### config.mk
export PLATFORM = sky130hd
export DESIGN_NAME = ecg_frame_filter_config
export DESIGN_NICKNAME = d
export VERILOG_FILES = /design/src/inc/ecg_cfg_pkg.sv /design/src/core/ecg_frame_filter_config.sv
export VERILOG_INCLUDE_DIRS = /design/src /design/src/inc
export SDC_FILE = /design/constraint.sdc
export NUM_CORES = 1
export LEC_CHECK = 0
export ABC_AREA = 0
export BUFFER_PORTS_ARGS = -buffer_cell sky130_fd_sc_hd__clkbuf_2
export CORE_ASPECT_RATIO = 1.4
export CORE_MARGIN = 10
export CORE_UTILIZATION = 46
export DETAILED_ROUTE_END_ITERATION = 10
export PLACE_DENSITY = 0.75
export SYNTH_ARGS = -nofsm -noshare
export SYNTH_HDL_FRONTEND = slang
export SYNTH_SLANG_ARGS = --single-unit
### constraint.sdc
create_clock -name clk -period 2.1 [get_ports clk]
set_clock_uncertainty 0.1 [all_clocks]
set_input_delay 0.315 -clock clk [delete_from_list [all_inputs] [get_ports clk]]
set_output_delay 0.315 -clock clk [all_outputs]
set_load 0.01 [all_outputs]
### src/inc/ecg_cfg_defs.svh
`ifndef ECG_CFG_DEFS_SVH
`define ECG_CFG_DEFS_SVH
// Behaviour
// (RL1) Frame control at 0x0A, reset 0x079000
// (RL2) Checksum word sent unless bit 9 set
// (RL3) Bit 7 drops unflagged pace/resp/leadoff words
// (RL4) Bit 6 repeats header while data not ready
// (RL5) Bit 4 picks lead or electrode format
// (RL6) Skip field decimates frames by 1, 2, 4
// (RL7) Rate field selects 2k/16k/128k/31.25 Hz
// (RL8) Host sets electrode format before 128k rate
// (RL9) Bit 5 puts notch in master path
// (RL10) Bit 4 bypasses notch when set
// (RL11) Low-pass corner field, resets to 40 Hz
// (RL12) Overrange error above max minus code*64
// (RL13) AC lead-off at or above upper code
// (RL14) Frame settings change only at frame boundary

// ==========================================================
// Register addresses
`define ADDR_FRAME_CTL          8'h0a
`define ADDR_FILTER             8'h0b
`define ADDR_LEADOFF_UPPER      8'h0c

// ==========================================================
// Reset values
`define RST_FRAME_CTL           24'h079000
`define RST_FILTER              24'h000000
`define RST_LEADOFF_UPPER       24'h00ffff

// ==========================================================
// Writable bit masks (reserved bits read zero)
`define MASK_FRAME_CTL          24'hfffedf
`define MASK_FILTER             24'h00003c
`define MASK_LEADOFF_UPPER      24'h0fffff

// ==========================================================
// Frame control fields
`define FC_PACE_OMIT            14
`define FC_RESPM_OMIT           13
`define FC_LOFF_OMIT            11
`define FC_CRC_OMIT             9
`define FC_AUTO_OMIT            7
`define FC_HDR_REPEAT           6
`define FC_FORMAT               4
`define FC_SKIP_HI              3
`define FC_SKIP_LO              2
`define FC_RATE_HI              1
`define FC_RATE_LO              0

// ==========================================================
// Filter and threshold fields
`define FL_MASTER_NOTCH         5
`define FL_NOTCH_BYPASS         4
`define FL_LPF_HI               3
`define FL_LPF_LO               2
`define LU_OVER_HI              19
`define LU_OVER_LO              16
`define LU_CODE_HI              15
`define LU_CODE_LO              0

// ==========================================================
// Converter full scale and overrange step shift (x64)
`define ADC_MAX_VALUE           24'hffffff
`define OVER_STEP_SHIFT         6
`endif

### src/inc/ecg_cfg_pkg.sv
package ecg_cfg_pkg;
    // Output data rate codes
    typedef enum logic [1:0] {
        RATE_2K    = 2'h0,
        RATE_16K   = 2'h1,
        RATE_128K  = 2'h2,
        RATE_31HZ  = 2'h3
    } rate_t;

    // Low-pass corner codes
    typedef enum logic [1:0] {
        LPF_40HZ   = 2'h0,
        LPF_150HZ  = 2'h1,
        LPF_250HZ  = 2'h2,
        LPF_450HZ  = 2'h3
    } lpf_t;
endpackage

### src/core/ecg_frame_filter_config.sv
`timescale 1ns/1ps
`include "ecg_cfg_defs.svh"

module ecg_frame_filter_config
    import ecg_cfg_pkg::*;
(
    // Clock and reset
    input  wire logic         clk,
    input  wire logic         srst,
    // Register port from serial interface
    input  wire logic         reg_wr_en,
    input  wire logic         reg_rd_en,
    input  wire logic [7:0]   reg_addr,
    input  wire logic [23:0]  reg_wdata,
    output logic      [23:0]  reg_rdata,
    // Frame engine handshake
    input  wire logic         frame_start,
    input  wire logic         data_ready,
    input  wire logic         pace_flag,
    input  wire logic         resp_flag,
    input  wire logic         leadoff_flag,
    output logic              frame_send,
    output logic              header_only,
    output logic              pace_word_en,
    output logic              resp_magnitude_word_en,
    output logic              leadoff_word_en,
    output logic              checksum_word_en,
    output logic              output_format_sel,
    output rate_t             frame_rate_sel,
    output logic              format_conflict,
    // Filter controls
    input  wire logic         master_mode_pin,
    output logic              notch_in_path,
    output lpf_t              lowpass_corner_sel,
    // Converter and lead-off monitors
    input  wire logic         adc_valid,
    input  wire logic [23:0]  adc_sample,
    input  wire logic         ac_valid,
    input  wire logic [15:0]  ac_magnitude,
    output logic              adc_overrange,
    output logic              ac_leadoff
);

    // ==========================================================
    // Register file
    // Three 24-bit registers kept whole; fields are sliced where used
    logic [23:0] frame_ctl_q, frame_ctl_d;      // Live frame control
    logic [23:0] filter_q, filter_d;            // Filter settings
    logic [23:0] lo_upper_q, lo_upper_d;        // Lead-off upper limit
    logic [23:0] rdata_q, rdata_d;              // Read data

    // Writes land at once; reads answer one cycle later.
    // Reserved bits are masked on the way in, so they read back
    // as zero without a separate read mask.
    // A read and a write of the same address in one cycle return
    // the old contents; the write shows on the next read.
    // Unmapped addresses accept writes silently and read zero,
    // which keeps a host probing the map from stalling.
    always_comb
    begin
        frame_ctl_d = frame_ctl_q;
        filter_d    = filter_q;
        lo_upper_d  = lo_upper_q;
        rdata_d     = rdata_q;
        // Write path: mask reserved bits as the word lands
        if (reg_wr_en)
        begin
            unique case (reg_addr)
                `ADDR_FRAME_CTL:     frame_ctl_d = reg_wdata & `MASK_FRAME_CTL;     // RL1
                `ADDR_FILTER:        filter_d    = reg_wdata & `MASK_FILTER;
                `ADDR_LEADOFF_UPPER: lo_upper_d  = reg_wdata & `MASK_LEADOFF_UPPER;
                default:             ;  // Unmapped writes ignored
            endcase
        end
        // Read path: capture the addressed register
        if (reg_rd_en)
        begin
            unique case (reg_addr)
                `ADDR_FRAME_CTL:     rdata_d = frame_ctl_q;
                `ADDR_FILTER:        rdata_d = filter_q;
                `ADDR_LEADOFF_UPPER: rdata_d = lo_upper_q;
                default:             rdata_d = 24'h000000;  // Unmapped reads zero
            endcase
        end
    end

    // Register file storage
    // Reset loads the power-on defaults, so a host that never
    // writes still gets 2 kHz lead frames with every word present.
    // No clock enable: every flop loads each edge, holding by feedback
    always_ff @(posedge clk)
    begin
        if (srst)
        begin
            frame_ctl_q <= `RST_FRAME_CTL;          // RL1
            filter_q    <= `RST_FILTER;             // RL11
            lo_upper_q  <= `RST_LEADOFF_UPPER;      // RL13
            rdata_q     <= 24'h000000;
        end
        else
        begin
            frame_ctl_q <= frame_ctl_d;
            filter_q    <= filter_d;
            lo_upper_q  <= lo_upper_d;
            rdata_q     <= rdata_d;
        end
    end

    // ==========================================================
    // Frame sequencing
    // Active copy of frame control; taken only at frame_start so a
    // write mid-frame never yields a half-changed frame.
    // The host may write the control register at any time; the
    // frame engine only ever sees the copy taken at a boundary.
    // Every per-frame decision below is made on that same edge,
    // so all of a frame's outputs change together and then stand
    // until the next boundary.
    logic [23:0] active_q, active_d;            // Frame settings in use
    logic [1:0]  skip_cnt_q, skip_cnt_d;        // Decimation phase
    logic        send_q, send_d;                // Frame goes out
    logic        hdr_only_q, hdr_only_d;        // Header only
    logic        pace_en_q, pace_en_d;          // Pace word included
    logic        resp_en_q, resp_en_d;          // Resp magnitude included
    logic        loff_en_q, loff_en_d;          // Lead-off word included
    logic        crc_en_q, crc_en_d;            // Checksum word included
    logic        conflict_q, conflict_d;        // Format invalid at rate
    logic [23:0] nxt;                           // Settings for new frame
    logic [1:0]  skip_last;                     // Last phase before wrap

    // Next frame decisions
    // Decimation keeps a small phase counter instead of a frame
    // count; two bits cover the longest interval of four frames.
    // A change of the skip field restarts the phase so the first
    // frame after the change is always sent, which gives the host
    // a known alignment point.
    // Both upper-bit skip codes decimate by four, but moving
    // between them still counts as a change and restarts.
    always_comb
    begin
        nxt        = frame_ctl_q;
        active_d   = active_q;
        skip_cnt_d = skip_cnt_q;
        send_d     = send_q;
        hdr_only_d = hdr_only_q;
        pace_en_d  = pace_en_q;
        resp_en_d  = resp_en_q;
        loff_en_d  = loff_en_q;
        crc_en_d   = crc_en_q;
        conflict_d = conflict_q;
        // Decimation wrap: every, every other, every fourth
        if (nxt[`FC_SKIP_HI])
            skip_last = 2'h3;                                           // RL6
        else if (nxt[`FC_SKIP_LO])
            skip_last = 2'h1;                                           // RL6
        else
            skip_last = 2'h0;                                           // RL6
        if (frame_start)
        begin
            // Take the new settings for the whole frame
            active_d = nxt;                                             // RL14
            // Skip setting change restarts decimation phase
            if (nxt[`FC_SKIP_HI:`FC_SKIP_LO] != active_q[`FC_SKIP_HI:`FC_SKIP_LO]
                || skip_cnt_q >= skip_last)
                skip_cnt_d = 2'h0;
            else
                skip_cnt_d = skip_cnt_q + 2'h1;
            // Send on a restart or when the phase wraps
            send_d = (nxt[`FC_SKIP_HI:`FC_SKIP_LO] != active_q[`FC_SKIP_HI:`FC_SKIP_LO])
                     || (skip_cnt_q >= skip_last);                      // RL6
            // Repeat header alone until data is ready
            hdr_only_d = nxt[`FC_HDR_REPEAT] & ~data_ready;             // RL4
            // Optional words: fixed, or dropped when flag clear
            // A word omitted by its own bit stays out whatever its
            // flag says; auto omit only ever removes more words.
            pace_en_d = ~nxt[`FC_PACE_OMIT]
                        & (~nxt[`FC_AUTO_OMIT] | pace_flag);            // RL3
            resp_en_d = ~nxt[`FC_RESPM_OMIT]
                        & (~nxt[`FC_AUTO_OMIT] | resp_flag);            // RL3
            loff_en_d = ~nxt[`FC_LOFF_OMIT]
                        & (~nxt[`FC_AUTO_OMIT] | leadoff_flag);         // RL3
            crc_en_d  = ~nxt[`FC_CRC_OMIT];                             // RL2
            // Lead format only valid at 2k and 16k; host must avoid it
            // Indication only: the write is not refused, so a wrong
            // setting is visible rather than silently corrected.
            conflict_d = ~nxt[`FC_FORMAT] & nxt[`FC_RATE_HI];           // RL5 RL8
        end
    end

    // Frame sequencing storage
    // Outputs are quiet until the first boundary after reset, so
    // no frame is announced before the engine has started one.
    always_ff @(posedge clk)
    begin
        if (srst)
        begin
            active_q   <= `RST_FRAME_CTL;
            skip_cnt_q <= 2'h0;
            send_q     <= 1'b0;
            hdr_only_q <= 1'b0;
            pace_en_q  <= 1'b0;
            resp_en_q  <= 1'b0;
            loff_en_q  <= 1'b0;
            crc_en_q   <= 1'b0;
            conflict_q <= 1'b0;
        end
        else
        begin
            active_q   <= active_d;
            skip_cnt_q <= skip_cnt_d;
            send_q     <= send_d;
            hdr_only_q <= hdr_only_d;
            pace_en_q  <= pace_en_d;
            resp_en_q  <= resp_en_d;
            loff_en_q  <= loff_en_d;
            crc_en_q   <= crc_en_d;
            conflict_q <= conflict_d;
        end
    end

    // ==========================================================
    // Filter control and monitors
    logic [1:0]  master_sync_q, master_sync_d;  // Pin synchroniser
    logic        notch_q, notch_d;              // Notch in signal path
    logic        over_q, over_d;                // Overrange error
    logic        leadoff_q, leadoff_d;          // AC lead-off detect
    logic [23:0] over_limit;                    // Overrange threshold
    logic [3:0]  over_code;                     // Overrange code

    // Notch source and threshold compares
    // The master mode pin is asynchronous to clk; only the second
    // synchroniser stage is read, so a metastable first stage
    // never reaches the notch select.
    // The overrange limit is rebuilt every cycle from the code;
    // the subtraction cannot underflow since the largest step is
    // far below full scale.
    // Both monitors hold their last verdict between samples so the
    // frame engine can read them at any point in the frame.
    // A threshold write applies from the next sample on; verdicts
    // already taken are not revisited.
    always_comb
    begin
        master_sync_d = {master_sync_q[0], master_mode_pin};
        over_code     = lo_upper_q[`LU_OVER_HI:`LU_OVER_LO];
        over_limit    = `ADC_MAX_VALUE - (24'(over_code) << `OVER_STEP_SHIFT);   // RL12
        // Master path uses its own enable; otherwise bypass bit
        // The two bits have opposite sense: one enables, one bypasses
        if (master_sync_q[1])
            notch_d = filter_q[`FL_MASTER_NOTCH];                       // RL9
        else
            notch_d = ~filter_q[`FL_NOTCH_BYPASS];                      // RL10
        // Hold both verdicts between samples
        over_d    = over_q;
        leadoff_d = leadoff_q;
        // Code zero disables the overrange check
        if (adc_valid)
            over_d = (over_code != 4'h0) && (adc_sample > over_limit);   // RL12
        // Lead-off once the magnitude reaches the upper code
        if (ac_valid)
            leadoff_d = ac_magnitude >= lo_upper_q[`LU_CODE_HI:`LU_CODE_LO];   // RL13
    end

    // Filter and monitor storage
    // Notch resets to in circuit, matching a zero filter register
    // on the non-master path.
    always_ff @(posedge clk)
    begin
        if (srst)
        begin
            master_sync_q <= 2'h0;
            notch_q       <= 1'b1;
            over_q        <= 1'b0;
            leadoff_q     <= 1'b0;
        end
        else
        begin
            master_sync_q <= master_sync_d;
            notch_q       <= notch_d;
            over_q        <= over_d;
            leadoff_q     <= leadoff_d;
        end
    end

    // ==========================================================
    // Outputs, all straight from flops
    // Format and rate come from the active copy, not the live
    // register, so they follow the frame boundary as well.
    // Plain wires only; no logic sits between flop and port
    assign reg_rdata              = rdata_q;
    assign frame_send             = send_q;
    assign header_only            = hdr_only_q;
    assign pace_word_en           = pace_en_q;
    assign resp_magnitude_word_en = resp_en_q;
    assign leadoff_word_en        = loff_en_q;
    assign checksum_word_en       = crc_en_q;
    assign output_format_sel      = active_q[`FC_FORMAT];                                 // RL5
    assign frame_rate_sel         = rate_t'(active_q[`FC_RATE_HI:`FC_RATE_LO]);          // RL7
    assign format_conflict        = conflict_q;
    assign notch_in_path          = notch_q;
    assign lowpass_corner_sel     = lpf_t'(filter_q[`FL_LPF_HI:`FL_LPF_LO]);             // RL11
    assign adc_overrange          = over_q;
    assign ac_leadoff             = leadoff_q;

endmodule

==> run metrics <==
Crit path buffers/inverters 1; crit-path leading delay family simple AND/OR/NAND/NOR gates; synthesis-stage register bit count 89; max-slew violations 0; CTS max path bufs 2; CP Capture Type flop; largest area contributor in the netlist dfxtp_1; sequential share of the synthesized area 43.5%; Worst EP required between 2000 and 2500 ps; area of the multi-input gates ~2100 µm²; Worst Tran Pin Value 611 ps; syn_nets 559; Seq pwr share between 40% and 50%; H-tree depth reported by CTS 3; minimum clock period around 2000 ps; MaxCap Viol Count 0; number of synthesized flops with an enable pin 0; Worst-path clk slew around 60 ps; Switch Pwr 820 µW; initial antenna violation count 0; Setup CP Type reg -> reg; Die W ~100 µm; Overflow after GRT 0; layout cell share with drive strength beyond 1 approximately a third; Register Area 1790 µm²; fin crit share ~97%; HP Class in -> reg; CP max FO 3; Global Route met1 Usage between 15 and 20%; final setup fails 0; crit path cell chain inv_1 -> ha_1 -> nand4_1 -> or3_1 -> or4_4 -> a311oi_2; Cell Pwr Density about 710 nW/µm²; met2 usage a little under a third; initial DRC count 112; all-layer global routing usage about 17%; Peak VDD IR approximately 0.44 mV; slowest stage delay, CP approximately 430 ps; CTS Sinks 89; Internal Pwr Total about 2.9 mW; global-route wire length before repair roughly 19,000 µm; # fillers around 780; nets just under 700; Cell Area, Synth ~4000 µm²; Antenna Nets Post-Route 0; Synth Warn # 0; Slew HR roughly three fifths; Avg Cell Area, Syn around 9 µm²; Worst Path Arrival about 2200 ps; Placer Congestion 0.878; DR WL/cell between 15 and 20 µm; hold_buf cts 0; grt met3 use 4.20%; outcome finished, final reports clean; n_diodes 0; clk_lat worst skew approximately 340 ps; Lkg Pwr between 2 and 3 nW; total placed cells including tap cells 669; # rows 40; count leader, synth dfxtp_1; Post-Layout Cell Count slightly below 700; final WL roughly 11,000 µm; Synth top area share between 40% and 50%; DRC 0; Sw Share between 20% and 30%; TritonCTS buffer count 9; combinational power share ~6.9%; Placement Setup Slack -42.0 ps; post-synthesis async set-or-reset flop share 0%; commonest cells in the netlist dfxtp_1, nand2_1, nor2_1, mux2i_1, inv_1; Initial Util 47.3%; vias around 3,600; Post-Syn Instances around 450; drt pass-1 iters 4; Setup WS post-layout between 60 and 70 ps; DP HPWL just under 9000 µm; CTS tree done; Die H ~130 µm; PortBufs around 120; area grow syn2layout 26.9%; CP Launch Type flop; most used routing layer met2; vias in the first global route slightly below 4,000; Netlist cell types between 40 and 50; Final Hold Fails 0; critical-path cell with the highest stage delay or4_4; Max Clock Freq ~0.5 GHz; Area contributors post-synth dfxtp_1, mux2i_1, ha_1, nand2_1, nor2_1; Clock power frac a little under half; core box area between 8000 and 9000 µm²; Avg Vias per Cell between 5 and 6; root buf cell clkbuf_16; Top FF cell, synth dfxtp_1; die area 13,100 µm²; Ports 123; pin count of the biggest net entering global routing 36
-- area by class of cell --
class,count,share of cell area (%)
repair buffers,141,14.5
inverters,29,2.10
clock inverters,6,1.76
clock buffers,10,4.41
well taps,105,2.53
flip-flops and latches,89,34.5
multi-input cells,309,40.2
-- metrics by stage --
| stage | setup TNS, ps | total power [mW] | util, % | area, µm² | hold WS [ps] |
|---|---|---|---|---|---|
| 3_3_place_gp | 0 | 1.99 | 55.5 | 4800 | 324 |
| 5_1_grt | -10.6 | 3.80 | 60.0 | 5190 | 103 |
| 2_1_floorplan | 0 | 1.86 | - | 4090 | 314 |
| 3_5_place_dp | -42.0 | 1.99 | 55.5 | 4800 | 342 |
| 6_report | 0 | 3.68 | 60.0 | 5190 | 91.0 |
| 4_1_cts | 0 | 3.70 | 59.6 | 5160 | 86.3 |
-- cells by family after synthesis --
group,count (synthesis),synth area share (%)
AOI/OAI and AO/OA,79,13.7
xor gates and xnor gates,2,0.428
adders and majority gates,22,6.73
buffers and inverters,55,6.14
DFF,89,43.5
muxes,33,8.07
and+or+nand+nor,173,21.4
-- registers in the layout, indices dropped and copies added, names as in the netlist --
| register | flops |
|---|---|
| resp_magnitude_word_en | 1 |
| ac_leadoff | 1 |
| checksum_word_en | 1 |
| lo_upper_q | 20 |
| active_q | 5 |
| reg_rdata | 24 |
| notch_in_path | 1 |
| filter_q | 4 |
| adc_overrange | 1 |
| header_only | 1 |
| pace_word_en | 1 |
| format_conflict | 1 |
| frame_send | 1 |
| frame_ctl_q | 22 |
| master_sync_q | 2 |
| skip_cnt_q | 2 |
| leadoff_word_en | 1 |
-- worst register-to-register path: cells and delay by family (launching register included) --
| kind | cells | cell delay (ps) |
|---|---|---|
| buf+inv | 1 | 40 |
| compound gates | 1 | 220 |
| fa+ha+maj | 1 | 290 |
| flops | 1 | 330 |
| simple gates | 3 | 960 |
-- path summary, 6_finish.rpt --
path,from,to,slack [ps],depth (start not counted)
setup / recovery,lo_upper_q[9],ac_leadoff,70,6
hold / removal,reg_wdata[8],lo_upper_q[8],90,3
setup reg to reg,lo_upper_q[9],ac_leadoff,70,6
hold reg to reg,reg_rdata[13],reg_rdata[13],350,2
-- layout by cell type, fill, tap and decap left out, types with 3 or more instances in the layout --
cell type / synthesis / layout
ha_1: 22 / 21
a211o_1: 5 / 5
nand3_1: 3 / 3
nand2b_1: 8 / 8
nand2_1: 65 / 65
clkbuf_2: 0 / 122
nand4_1: 10 / 10
clkinvlp_4: 0 / 3
clkbuf_16: 0 / 9
a211oi_1: 3 / 3
buf_4: 5 / 19
nor2b_1: 4 / 4
nor2_1: 50 / 50
a22oi_1: 20 / 20
mux2i_1: 33 / 33
inv_1: 29 / 29
a21oi_1: 20 / 20
nand3b_1: 18 / 18
o21ai_2: 10 / 10
dfxtp_2: 0 / 7
o21ai_0: 11 / 11
dfxtp_1: 89 / 82
-- timing repair --
item,CTS,global route
buffers inserted,3,1
resized for setup,8,2
setup endpoints to repair,1,4
pin swaps,4,3
-- layer usage --
layer  wire length [µm]  share of wire, %
met1               4240                37
met2               6230                54
met3                655               5.7
met4                355               3.1
met5                  0                 0
-- power groups by stage --
stage | clock, mW | combinational (mW) | sequential [mW]
2_1_floorplan | 0 | 0.109 | 1.75
3_3_place_gp | 0 | 0.243 | 1.74
3_5_place_dp | 0 | 0.249 | 1.74
4_1_cts | 1.75 | 0.252 | 1.71
5_1_grt | 1.81 | 0.280 | 1.71
6_report | 1.72 | 0.254 | 1.71
Note: power is estimated with default switching activity, not from simulation.
